File: config.mk
export PLATFORM = sky130hd
export DESIGN_NAME = ddu_update_ctrl
export DESIGN_NICKNAME = d
export VERILOG_FILES = /design/src/hdl/ddu_pkg.sv /design/src/hdl/ddu_frame_rx.sv /design/src/hdl/ddu_update_ctrl.sv
export SDC_FILE = /design/constraint.sdc
export NUM_CORES = 1
export LEC_CHECK = 0
export BUFFER_PORTS_ARGS = -buffer_cell sky130_fd_sc_hd__buf_2
export CAP_MARGIN = 20
export CORE_MARGIN = 2
export CORE_UTILIZATION = 57
export DETAILED_ROUTE_END_ITERATION = 10
export GPL_TIMING_DRIVEN = 0
export PLACE_DENSITY = 0.79
export SYNTH_ARGS = -nofsm -noshare
export SYNTH_HDL_FRONTEND = slang
export SYNTH_HIERARCHICAL = 1
export SYNTH_SLANG_ARGS = --single-unit
File: constraint.sdc
create_clock -name clk -period 6.87 [get_ports clk]
set_input_delay 1.7175 -clock clk [delete_from_list [all_inputs] [get_ports clk]]
set_output_delay 1.7175 -clock clk [all_outputs]
set_load 0.005 [all_outputs]
File: src/hdl/ddu_pkg.sv
`default_nettype none
package ddu_pkg;
  // frame geometry
  localparam int unsigned FRAME_BITS = 24;
  localparam int unsigned CMD_MSB = 23;
  localparam int unsigned CMD_LSB = 20;
  localparam int unsigned ADDR_MSB = 19;
  localparam int unsigned ADDR_LSB = 16;
  localparam int unsigned DATA_MSB = 15;
  localparam int unsigned DATA_LSB = 0;
  localparam int unsigned DATA_BITS = 16;
  // address bits select channels
  localparam int unsigned ADDR_CH_A = 0;
  localparam int unsigned ADDR_CH_B = 3;
  // load mask field positions
  localparam int unsigned MASK_BIT_A = 0;
  localparam int unsigned MASK_BIT_B = 3;
  localparam int unsigned MASK_WIDTH = 4;
  localparam logic [3:0] MASK_RESET = 4'h0;
  // reference setup bit
  localparam int unsigned REF_BIT = 0;
  localparam logic REF_RESET = 1'b0;
  // clear codes
  localparam logic [15:0] CODE_ZERO = 16'h0000;
  localparam logic [15:0] CODE_MID = 16'h8000;
  // low time of the hardware reset pin before it takes effect
  localparam int unsigned RESET_MIN_NS = 20;
  localparam int unsigned CLK_NS = 20;
  localparam int unsigned RESET_MIN_CYC = (RESET_MIN_NS + CLK_NS - 1) / CLK_NS;

  typedef enum logic [3:0] {
    DDU_CMD_NOP = 4'h0,
    DDU_CMD_WR_IN = 4'h1,
    DDU_CMD_UPD = 4'h2,
    DDU_CMD_WR_UPD = 4'h3,
    DDU_CMD_PDN = 4'h4,
    DDU_CMD_MASK = 4'h5,
    DDU_CMD_SWRST = 4'h6,
    DDU_CMD_REF = 4'h7
  } ddu_cmd_e;

  // one received frame, split into its fields
  typedef struct packed {
    logic [3:0] cmd;
    logic [3:0] addr;
    logic [15:0] data;
  } ddu_frame_s;
endpackage : ddu_pkg
`default_nettype wire

File: src/hdl/ddu_frame_rx.sv
`default_nettype none
// shift receiver: samples the serial pins in the system clock domain
module ddu_frame_rx (
  // clock and reset
  input wire logic clk,
  input wire logic resetn,
  // serial pins, already synchronised
  input wire logic sclk_s,
  input wire logic sdin_s,
  input wire logic frame_sync_n_s,
  // received frame
  output ddu_pkg::ddu_frame_s frame,
  output logic frame_valid
);
  logic sclk_d_reg;
  logic fs_d_reg;
  logic [23:0] shift_reg;
  logic [4:0] count_reg;
  logic frame_valid_reg;
  ddu_pkg::ddu_frame_s frame_reg;
  wire sclk_fall = sclk_d_reg & ~sclk_s;
  wire fs_rise = ~fs_d_reg & frame_sync_n_s;
  wire shift_en = sclk_fall & ~frame_sync_n_s;
  wire full = (count_reg >= 5'(ddu_pkg::FRAME_BITS));

  // data is taken on falling sclk while the frame is open
  always_ff @(posedge clk or negedge resetn) begin
    if (!resetn) begin
      sclk_d_reg <= 1'b1;
      fs_d_reg <= 1'b1;
      shift_reg <= 24'h000000;
      count_reg <= 5'h00;
      frame_valid_reg <= 1'b0;
      frame_reg <= '0;
    end else begin
      sclk_d_reg <= sclk_s;
      fs_d_reg <= frame_sync_n_s;
      frame_valid_reg <= 1'b0;
      if (shift_en) begin
        shift_reg <= {shift_reg[22:0], sdin_s};
        if (!full) count_reg <= count_reg + 5'h01;
      end
      // frame is acted on at the rising edge of sync; short frames are dropped
      if (fs_rise) begin
        count_reg <= 5'h00;
        if (full) begin
          frame_valid_reg <= 1'b1;
          frame_reg <= shift_reg;
        end
      end
    end
  end

  assign frame = frame_reg;
  assign frame_valid = frame_valid_reg;
endmodule : ddu_frame_rx
`default_nettype wire

File: src/hdl/ddu_update_ctrl.sv
`default_nettype none
// Notes on behaviour
// - 24-bit frame acted on when sync rises
// - strobe low: write updates input and DAC
// - strobe falling after frame updates DAC registers
// - command 0101 loads mask, address ignored
// - channel B mask DB3, channel A DB0
// - mask bits default zero, strobe controls
// - masked channel sees strobe as high
// - strobe high: write touches input only
// - command 0010 copies input to DAC
// - command 0011 writes input and DAC
// - strobe fall copies unmasked channels
// - strobe tied low ignores mask bits
// - hardware reset clears to selected code
// - reset blocks updates, cleared value holds
// - command 0110 restores power-on code; the code loads the clear code from the live select pin instead
// - power-on reset ignores strobe and reset
// - power-up code chosen by select pin
// - command 0111 sets reference off bit
// - command in DB23-20, address DB19-16
module ddu_update_ctrl #(
  parameter int unsigned CHANNELS = 2,
  parameter int unsigned TIED_LOW_FRAMES = 1
) (
  // clock and power-on reset
  input wire logic clk,
  input wire logic resetn,
  // serial link from the host
  input wire logic sclk,
  input wire logic sdin,
  input wire logic frame_sync_n,
  // control pins
  input wire logic load_strobe_n,
  input wire logic hw_reset_n,
  input wire logic reset_level_select,
  // converter side
  output logic [15:0] dac_a_code,
  output logic [15:0] dac_b_code,
  output logic [15:0] input_a_code,
  output logic [15:0] input_b_code,
  output logic reference_off,
  output logic [3:0] load_mask_out
);
  // ----------------------------------------------------------------
  // pin synchronisers
  // ----------------------------------------------------------------
  logic [5:0] sync1_reg;
  logic [5:0] sync2_reg;
  // first stage feeds only the second; all pins but sdin start high
  always_ff @(posedge clk or negedge resetn) begin
    if (!resetn) begin
      sync1_reg <= 6'h3d;
      sync2_reg <= 6'h3d;
    end else begin
      sync1_reg <= {load_strobe_n, hw_reset_n, frame_sync_n, reset_level_select, sdin, sclk};
      sync2_reg <= sync1_reg;
    end
  end
  wire sclk_s = sync2_reg[0];
  wire sdin_s = sync2_reg[1];
  wire sel_s = sync2_reg[2];
  wire fs_s = sync2_reg[3];
  wire hwrst_s = sync2_reg[4];
  wire ld_s = sync2_reg[5];

  // ----------------------------------------------------------------
  // frame receiver
  // ----------------------------------------------------------------
  ddu_pkg::ddu_frame_s frame;
  logic frame_valid;
  ddu_frame_rx u_rx (
    .clk(clk),
    .resetn(resetn),
    .sclk_s(sclk_s),
    .sdin_s(sdin_s),
    .frame_sync_n_s(fs_s),
    .frame(frame),
    .frame_valid(frame_valid)
  );

  // ----------------------------------------------------------------
  // power-on window and live strap decode
  // ----------------------------------------------------------------
  // the reset-level strap is only valid once synchronised, so the
  // power-on period lasts until the pipeline has filled
  logic [1:0] por_cnt_reg;
  logic por_busy_reg;
  logic ld_d_reg;
  logic hw_cnt_done;
  logic [7:0] hw_cnt_reg;
  wire por_done_now = por_busy_reg & (por_cnt_reg == 2'h3);
  always_ff @(posedge clk or negedge resetn) begin
    if (!resetn) begin
      por_cnt_reg <= 2'h0;
      por_busy_reg <= 1'b1;
    end else if (por_busy_reg) begin
      por_cnt_reg <= por_cnt_reg + 2'h1;
      if (por_done_now) por_busy_reg <= 1'b0;
    end
  end
  wire [15:0] clear_code = sel_s ? ddu_pkg::CODE_MID : ddu_pkg::CODE_ZERO;

  // ----------------------------------------------------------------
  // hardware reset: must stay low a minimum time to act
  // ----------------------------------------------------------------
  // counts low cycles; pin activity during power-on is ignored
  always_ff @(posedge clk or negedge resetn) begin
    if (!resetn) begin
      hw_cnt_reg <= 8'h00;
    end else if (por_busy_reg || hwrst_s) begin
      hw_cnt_reg <= 8'h00;
    end else if (!hw_cnt_done) begin
      hw_cnt_reg <= hw_cnt_reg + 8'h01;
    end
  end
  assign hw_cnt_done = (hw_cnt_reg >= 8'(ddu_pkg::RESET_MIN_CYC));
  wire hw_active = ~por_busy_reg & ~hwrst_s;
  wire hw_clear = hw_active & hw_cnt_done;

  // ----------------------------------------------------------------
  // strobe edge and tied-low detection
  // ----------------------------------------------------------------
  // a strobe that stays low across whole frames counts as tied low;
  // then the mask is bypassed so instantaneous updates still work
  logic [7:0] low_frames_reg;
  always_ff @(posedge clk or negedge resetn) begin
    if (!resetn) begin
      ld_d_reg <= 1'b1;
      low_frames_reg <= 8'h00;
    end else begin
      ld_d_reg <= ld_s;
      if (ld_s) low_frames_reg <= 8'h00;
      else if (frame_valid && low_frames_reg != 8'hff) low_frames_reg <= low_frames_reg + 8'h01;
    end
  end
  wire ld_fall = ld_d_reg & ~ld_s & ~por_busy_reg;
  wire tied_low = (low_frames_reg >= 8'(TIED_LOW_FRAMES)) & ~ld_s;

  // ----------------------------------------------------------------
  // command decode
  // ----------------------------------------------------------------
  wire [3:0] cmd = frame.cmd;
  wire [3:0] addr = frame.addr;
  wire is_wr_in = frame_valid & (cmd == ddu_pkg::DDU_CMD_WR_IN);
  wire is_upd = frame_valid & (cmd == ddu_pkg::DDU_CMD_UPD);
  wire is_wr_upd = frame_valid & (cmd == ddu_pkg::DDU_CMD_WR_UPD);
  wire is_mask = frame_valid & (cmd == ddu_pkg::DDU_CMD_MASK);
  wire is_swrst = frame_valid & (cmd == ddu_pkg::DDU_CMD_SWRST);
  wire is_ref = frame_valid & (cmd == ddu_pkg::DDU_CMD_REF);

  // ----------------------------------------------------------------
  // configuration registers
  // ----------------------------------------------------------------
  logic [3:0] load_mask_reg;
  logic reference_setup_reg;
  wire [3:0] mask_next = {frame.data[ddu_pkg::MASK_BIT_B], 2'b00,
                          frame.data[ddu_pkg::MASK_BIT_A]};
  // mask and reference bit keep their values across the hardware reset pin
  always_ff @(posedge clk or negedge resetn) begin
    if (!resetn) begin
      load_mask_reg <= ddu_pkg::MASK_RESET;
      reference_setup_reg <= ddu_pkg::REF_RESET;
    end else begin
      if (is_mask) load_mask_reg <= mask_next;
      if (is_ref) reference_setup_reg <= frame.data[ddu_pkg::REF_BIT];
    end
  end

  // ----------------------------------------------------------------
  // per-channel input and DAC registers
  // ----------------------------------------------------------------
  logic [15:0] in_reg [CHANNELS];
  logic [15:0] dac_reg [CHANNELS];
  localparam int unsigned CH_ADDR [2] = '{ddu_pkg::ADDR_CH_A, ddu_pkg::ADDR_CH_B};
  localparam int unsigned CH_MASK [2] = '{ddu_pkg::MASK_BIT_A, ddu_pkg::MASK_BIT_B};

  genvar ch;
  generate
    for (ch = 0; ch < CHANNELS; ch++) begin : g_ch
      wire sel = addr[CH_ADDR[ch]];
      wire masked = load_mask_reg[CH_MASK[ch]] & ~tied_low;
      wire ld_eff_low = ~ld_s & ~masked;
      wire wr_in = is_wr_in & sel;
      wire wr_dac_direct = (is_wr_in & sel & ld_eff_low) | (is_wr_upd & sel);
      wire copy = (is_upd & sel) | (ld_fall & ~masked);
      wire blocked = hw_active;
      wire restore = hw_clear | is_swrst | por_done_now;

      // input register: written by 0001 and 0011 frames
      always_ff @(posedge clk or negedge resetn) begin
        if (!resetn) begin
          in_reg[ch] <= ddu_pkg::CODE_ZERO;
        end else if (restore) begin
          in_reg[ch] <= clear_code;
        end else if (!blocked && (wr_in || (is_wr_upd && sel))) begin
          in_reg[ch] <= frame.data;
        end
      end

      // dac register: direct write wins over a copy in the same cycle
      always_ff @(posedge clk or negedge resetn) begin
        if (!resetn) begin
          dac_reg[ch] <= ddu_pkg::CODE_ZERO;
        end else if (restore) begin
          dac_reg[ch] <= clear_code;
        end else if (!blocked) begin
          if (wr_dac_direct) dac_reg[ch] <= frame.data;
          else if (copy) dac_reg[ch] <= in_reg[ch];
        end
      end
    end
  endgenerate

  // ----------------------------------------------------------------
  // outputs, all registered
  // ----------------------------------------------------------------
  always_ff @(posedge clk or negedge resetn) begin
    if (!resetn) begin
      dac_a_code <= ddu_pkg::CODE_ZERO;
      dac_b_code <= ddu_pkg::CODE_ZERO;
      input_a_code <= ddu_pkg::CODE_ZERO;
      input_b_code <= ddu_pkg::CODE_ZERO;
      reference_off <= 1'b0;
      load_mask_out <= ddu_pkg::MASK_RESET;
    end else begin
      dac_a_code <= dac_reg[0];
      dac_b_code <= dac_reg[1];
      input_a_code <= in_reg[0];
      input_b_code <= in_reg[1];
      reference_off <= reference_setup_reg;
      load_mask_out <= load_mask_reg;
    end
  end
endmodule : ddu_update_ctrl
`default_nettype wire
-- After elaboration in Yosys (flattened, before gate mapping)
Index checks and enable logic that the tools add are counted.
- word-level logic and storage cells: 132
- output and inout port bits: 69
- register bits after elaboration: 222
- multiplexer cells: 24
- eq/ne operators: 11
- bitwise operators: 44
- reduce and logical (&&, ||, !) cells: 19
- add/sub/neg operators: 4
- magnitude comparators: 3
- operator list (kind ; count):
    two-way mux 16 bit ; 13
    two-way mux 8 bit ; 4
    AND 1 bit ; 29
    adder 8 x 1 -> 8 bit, second input constant ; 2
    greater-or-equal comparator 8 x 1 -> 1 bit, second input constant ; 2
    two-way mux 5 bit ; 3
    == test 4 x 3 -> 1 bit, second input constant ; 3
    NOT 1 bit ; 9
    == test 4 x 2 -> 1 bit, second input constant ; 2
    inequality test 8 bit, second input constant ; 1
    AND reduction 2 bit ; 4
    nonzero test 2 bit ; 4
    OR 1 bit ; 6
    nonzero test 3 bit ; 2
    adder 5 x 1 -> 5 bit, second input constant ; 1
    greater-or-equal comparator 5 bit, second input constant ; 1
    logical AND 1 bit ; 5
    == test 4 x 1 -> 1 bit, second input constant ; 1
    two-way mux 1 bit ; 4
    inequality test 2 x 1 -> 1 bit, second input constant ; 2
    logical OR 1 bit ; 3
    adder 2 x 1 -> 2 bit, second input constant ; 1
    == test 2 bit, second input constant ; 1
    inequality test 2 bit, second input constant ; 1
    zero test 1 bit ; 1

-- Logic depth before layout (Yosys ltp)
Gate-level depths: netlist of the first run.
- depth in word-level cells: 11
- depth in mapped cells: 9

-- Modules after synthesis
Netlist of the first run, hierarchy kept.
- modules (own cells, without submodules) (module ; sequential area each (um2) ; cells each ; times used ; area each (um2)):
    ddu_update_ctrl ; 4169.0 ; 431 ; 1 ; 6098.3
    ddu_frame_rx ; 1403.8 ; 131 ; 1 ; 2140.8

-- Worst setup path after synthesis of the first run
Ideal clock, no wire load.
- path type: reg-to-reg
- from: reg low_frames_reg[0]
- to: reg dac_reg[15] (netlist name)
- arrival: 2.232 ns
- buffers on the path: 0
- setup time: 0.125 ns
- data required time: 6.745 ns
- cell stages (with the launch flop): 7
- setup slack: 4.513 ns
- cell sequence: dfrtp_1 -> ha_1 -> or4b_4 -> nor4_1 -> nor2_1 -> o31ai_4 -> mux2_4
- longest elaborated chain between the ends: 11
- elaborated cells on any way between the ends: 15
- RTL lines (what ; RTL line ; text):
    start, declared ; ddu_update_ctrl.sv:126 ; logic [7:0] low_frames_reg;
    start signal, assigned ; ddu_update_ctrl.sv:134 ; else if (frame_valid && low_frames_reg != 8'hff) low_frames_reg <= low_frames_reg + 8'h01;
    greater-or-equal comparator 8 x 1 -> 1 bit * ; ddu_update_ctrl.sv:138 ; wire tied_low = (low_frames_reg >= 8'(TIED_LOW_FRAMES)) & ~ld_s;
    AND 1 bit * ; ddu_update_ctrl.sv:138 ;
    NOT 1 bit * ; ddu_update_ctrl.sv:182 ; wire masked = load_mask_reg[CH_MASK[ch]] & ~tied_low;
    AND 1 bit * ; ddu_update_ctrl.sv:182 ;
    NOT 1 bit * ; ddu_update_ctrl.sv:183, ddu_update_ctrl.sv:186 ;
    AND 1 bit ; ddu_update_ctrl.sv:183 ; wire ld_eff_low = ~ld_s & ~masked;
    AND 1 bit ; ddu_update_ctrl.sv:185 ; wire wr_dac_direct = (is_wr_in & sel & ld_eff_low) | (is_wr_upd & sel);
    OR 1 bit ; ddu_update_ctrl.sv:185 ;
    two-way mux 16 bit ; ddu_update_ctrl.sv:208 ; if (wr_dac_direct) dac_reg[ch] <= frame.data;
    two-way mux 16 bit ; ddu_update_ctrl.sv:207 ; end else if (!blocked) begin
    two-way mux 16 bit ; ddu_update_ctrl.sv:205 ; end else if (restore) begin
    end signal, assigned by index ; ddu_update_ctrl.sv:206 ; dac_reg[ch] <= clear_code;
    end signal, assigned by index ; ddu_update_ctrl.sv:208 ;
    end signal, assigned by index ; ddu_update_ctrl.sv:209 ; else if (copy) dac_reg[ch] <= in_reg[ch];
    end, declared ; ddu_update_ctrl.sv:174 ; logic [15:0] dac_reg [CHANNELS];
Mark *: on every way between the ends. The rest lies on a longest branch, timed or not. The select of a mux whose other input is x is not followed.
A chain may end at the register's enable or synchronous reset.

-- Worst setup path after layout of the first run
Same ends and word-level chain as after synthesis.

==> results.md, run 1 <==
- Final setup margin: 3.88 ns
- Nets: 676
- WP data required: 7.24 ns
- Max-Cap Viols: 0
- CP max stage cell: or4b_4
- Crit. End Element: register
- Initial Util: 0.586
- DP Worst Slack: 3.99 ns
- CP Data Arrival Time: 3.36 ns
- Setup violators final: 0
- First-pass GRT wire length: 26,000 um
- Power Density: 300 nW/um^2
- Post-CTS sizing: 0
- Initial DRC Count: 442
- Clock Tree Root: clkbuf_16
- Clock tree buffer depth: 3
- Syn Area/Cell: 14.6 um^2
- IO Pins: 77
- Total clock sinks: 220
- PortBufs: 74
- Full die area: 15,300 um^2
- Vias per cell: 5.75
- Max-slew violations: 0
- Clock latency at the later pin of the worst-skew pair: 0.49 ns
- CP max stage delay: 0.55 ns
- RSZ-0062 raised after global routing: false
- Multi-input logic area: 2420 um^2
- F_max: 334 MHz
- Tot GR Track Use: 0.217
- WP buf/inv: 0
- Htree depth: 1
- Die width: 124 um
- Endpoints failing hold: 0
- Clk slew on worst S/H paths: 0.06 ns
- DPL Wire Length: 10,500 um
- Cts hold-fix bufs: 0
- Post-synthesis cell count: 558
- Crit-path max FO: 7
- Startpoint types: register
- TritonRoute pass-1 iters: 4
- Mapped Area: 8170 um^2
- Crit-path cells: ha_1, or4b_4, nor4_1, nor2_1, o31ai_4, mux2_4
- Non-Filler Instances: 855
- Buffer count from post-CTS setup fixing: 0
- Worst Max-Slew Pin Slew: 0.827 ns
- Clk_skew: 0.0143 ns
- Placed cell count: 815
- CTS tree: built
- Max VDD drop: 0.179 mV
- Row cnt: 43
- Initial antenna violation count: 0
- Via count of the first global-routing pass: 5,037
- DR DRC count: 0
- Rel. slew slack: 0.444
- Crit-path leading delay family: simple AND/OR/NAND/NOR gates
- Minimum clock period: 2.99 ns
- GPL Wtd Cong: 0.847
- ANT nets after route: 0
- Setup TNS: 0 ns
- Via count: 4,914
- Layout fillers: 917
- Critical path class: register to register
- Min Hold Slack: 0.353 ns
- Largest net degree at the start of global routing: 81
- Area grow syn2layout: 17.1%
- Worst min path class: register to register
- Yosys warnings: 6
- Total congestion overflow: 0
- Final WL: 15,900 um
- Diodes inserted: 0
- Storage element area: 5520 um^2
- Pleak: 4.85 nW
- TritonCTS buffer count: 22
- Core ar.: 13,900 um^2
- Final core utilization: 0.686
- Flop-to-flop setup slack: 3.88 ns
- Die height: 124 um
- Share of post-route cells with drive strength above 1: 0.333
- Outcome: finished clean
- WL per Instance: 18.6 um
- Crit share post-route: 0.435
through the flow:
step | power [mW] | cell area [um^2]
floorplan | 1.61 | 8170
global placement | 1.70 | 8770
detailed placement | 1.72 | 8830
CTS | 2.89 | 9560
global route | 2.98 | 9560
finish | 2.87 | 9560
power by group:
group          switching (mW)  internal [mW]
logic                   0.185          0.128
registers              0.0339           1.35
clock network           0.470          0.700
total                   0.688           2.18
final timing paths:
path,from,to,cells past startpoint
setup / recovery,low_frames_reg[0],dac_reg[15],6
hold / removal,sync1_reg[1],sync2_reg[1],0
setup reg to reg,low_frames_reg[0],dac_reg[15],6
hold reg to reg,sync1_reg[1],sync2_reg[1],0
max in group asynchronous,resetn,sync1_reg[3],3
min in group asynchronous,resetn,low_frames_reg[3],1
worst register-to-register path: cells and delay by family (launching register included):
kind / cells / cell delay (ns)
AOI/OAI and AO/OA: 1 / 0.53
adders and majority gates: 1 / 0.23
DFF: 1 / 0.43
muxes: 1 / 0.34
and+or+nand+nor: 3 / 1.36
layout by cell type (no fill, tap or decap), drive strengths merged, types with 2 or more instances in the layout:
cell       n
buf       93
a21oi      9
a31oi      2
clkinv     3
xor2       4
nor2      15
ha         9
a31o       2
xnor2      4
conb       2
o2bb2ai   15
dfrtp    206
a22oi     16
or4        2
and3       3
dfstp     14
nand2b     3
nor3       4
or2        3
mux2i      4
nor4       3
clkbuf    42
and2      21
nor2b      3
a32oi     15
inv       28
mux2      82
a211oi     2
o21ai     20
nand2     15
nand4      3
nor3b      2
nand3      8
o31ai      3
layer usage:
layer,vias up,wire (um),track usage
met1,2529,6670,0.299
met3,34,1020,0.0353
met4,0,360,0.0703
met2,181,7810,0.356
met5,-,0,0
li1,2170,-,-
cell type report:
cell class,count,share of cell area
plain buffers,23,0.0136
clock buffers,36,0.0737
clock inverters,4,0.00249
inverters,27,0.0106
multi-input cells,289,0.253
flip-flops and latches,220,0.578
well taps,180,0.0236
repair buffers,76,0.0455
Note: power is estimated with default switching activity, not from simulation.
==> inputs of run 2 (changes only) <==
==> constraint.sdc (replaced) <==
create_clock -name clk -period 2.8 [get_ports clk]
set_input_delay 0.7 -clock clk [delete_from_list [all_inputs] [get_ports clk]]
set_output_delay 0.7 -clock clk [all_outputs]
set_load 0.005 [all_outputs]
==> run 2 against run 1 <==
Against the previous run:
- maximum frequency up 8.4%
- highest routed layer unchanged
- combinational power rose to 2.6 times the previous value
- core utilization up 0.72 points
- design area up 1.0%
- sequential power up 150%
- sequential share of layout area down 0.60 points
- register-to-register slack worse by 3.8 ns
- die area unchanged
- clock power up 150%
- clock skew down 0.0033 ns
- via count down 0.94%
==> results.md, run 2 (same netlist as run 1, synthesis figures left out) <==
- Outcome: finished clean
- Full die area: 15,300 um^2 (unchanged)
- Clk_skew: 0.0110 ns (-0.00331 ns)
- Worst Max-Slew Pin Slew: 0.728 ns (-0.0986 ns)
- Worst r2r src: low_frames_reg[0]
- DR DRC count: 0 (unchanged)
- Reg2reg path depth: 7 (+1)
- CTS tree: built
- Max VDD drop: 0.448 mV (+150%)
- Clock latency at the later pin of the worst-skew pair: 0.49 ns (about the same)
- Clock Tree Root: clkbuf_16
- Via count: 4,868 (-0.94%)
- Commonest non-fill, non-tap cell in the layout: dfrtp_1
- Rel. slew slack: 0.513 (+0.0682)
- Total congestion overflow: 0 (unchanged)
- Initial DRC Count: 461 (+4.3%)
- Clock tree buffer depth: 3 (unchanged)
- ANT nets after route: 0 (unchanged)
- Tot GR Track Use: 0.218 (+0.000803)
- Initial antenna violation count: 0 (unchanged)
- Critical path class: register to register
- Die width: 124 um (unchanged)
- DP Worst Slack: -0.0416 ns (-4.03 ns)
- Setup TNS: 0 ns (unchanged)
- PortBufs: 74 (unchanged)
- Final WL: 16,100 um (+1.5%)
- Pleak: 4.89 nW (+0.77%)
- Initial Util: 0.586 (unchanged)
- Minimum clock period: 2.76 ns (-0.233 ns)
- Power Density: 734 nW/um^2 (+140%)
- IO Pins: 77 (unchanged)
- TritonCTS buffer count: 22 (unchanged)
- Endpoints failing hold: 0 (unchanged)
- Die height: 124 um (unchanged)
- GPL Wtd Cong: 0.847 (unchanged)
- Via count of the first global-routing pass: 5,044 (+0.14%)
- Vias per cell: 5.67 (-1.4%)
- Startpoint types: register
- Crit-path max FO: 10 (+3)
- CP Data Arrival Time: 3.15 ns (-0.21 ns)
- WP data required: 3.20 ns (-4.04 ns)
- Area grow syn2layout: 18.3%
- Most frequent cells in the layout: dfrtp_1, buf_2, mux2_2
- Core ar.: 13,900 um^2 (unchanged)
- First-pass GRT wire length: 26,100 um (+0.34%)
- Crit. End Element: register
- Total clock sinks: 220 (unchanged)
- Row cnt: 43 (unchanged)
- Htree depth: 1 (unchanged)
- DPL Wire Length: 10,500 um (unchanged)
- TritonRoute pass-1 iters: 4 (unchanged)
- Share of post-route cells with drive strength above 1: 0.346 (+0.0128)
- Largest net degree at the start of global routing: 81 (unchanged)
- Nets: 680 (+0.59%)
- CP startpoint: low_frames_reg[0]
- Diodes inserted: 0 (unchanged)
- WL per Instance: 18.7 um (+0.98%)
- Worst min path class: input pin to asynchronous set/reset pin
- Max-Cap Viols: 0 (unchanged)
- Pwr Total: 7.09 mW (+150%)
- Crit share post-route: 0.985 (+0.550)
- Final setup margin: 0.0424 ns (-3.84 ns)
- Clk slew on worst S/H paths: 0.06 ns (about the same)
- F_max: 363 MHz (+8.4%)
- Setup violators final: 0 (unchanged)
- Max-slew violations: 0 (unchanged)
==> run 2: stage by stage <==
step                      hold slack, ns  cells  cell area, um^2  utilization
after global routing               0.187    859             9660        0.693
after global placement             0.334    813             8770        0.629
after detailed placement           0.343    815             8830        0.634
after floorplan                    0.331    559             8170            -
final                              0.141    859             9660        0.693
after CTS                          0.160    856             9580        0.688
==> run 2: worst paths after layout <==
| kind | to | slack [ns] |
|---|---|---|
| worst max-delay path | dac_reg[20] | 0.04 |
| worst min-delay path | low_frames_reg[3] | 0.14 |
| worst max register to register | dac_reg[20] | 0.04 |
| worst min register to register | sync2_reg[1] | 0.35 |
| max in group asynchronous | sync1_reg[2] | 1.56 |
| min in group clk | sync1_reg[4] | 0.30 |
==> run 2: routing by layer <==
| layer | global-route usage | wire length [um] | vias to the layer above |
|---|---|---|---|
| met5 | 0 | 0 | - |
| met2 | 0.358 | 7900 | 162 |
| met4 | 0.0710 | 404 | 0 |
| li1 | - | - | 2176 |
| met3 | 0.0366 | 936 | 33 |
| met1 | 0.299 | 6850 | 2497 |
==> run 2: power by group <==
group	internal [mW]	switching [mW]	total (mW)
logic	0.344	0.470	0.814
clock network	1.72	1.17	2.88
registers	3.31	0.0849	3.40
==> run 2: final cells by class <==
class                      count  area [um^2]
fill                         893         4280
clock buffer                  36          704
buffer                        23          131
inverter                      27          101
sequential                   220         5520
tap                          180          225
clock inverter                 4         23.8
timing repair buffer          80          465
multi-input combinational    289         2480
==> run 2: timing repair <==
item / CTS / global route
pin swaps: 1 / 1
resized for setup: 3 / 10
hold buffers: 0 / 0
endpoints found under the setup margin: 21 / 30
setup buffers: 1 / 3
==> run 2: critical path, stage by stage, from the launching register on <==
cell and delay, ns:
dfrtp_1 0.43, ha_1 0.23, or4b_4 0.56, o31ai_2 0.44
nand2_1 0.14, o31a_1 0.43, buf_2 0.23, o21ai_1 0.21
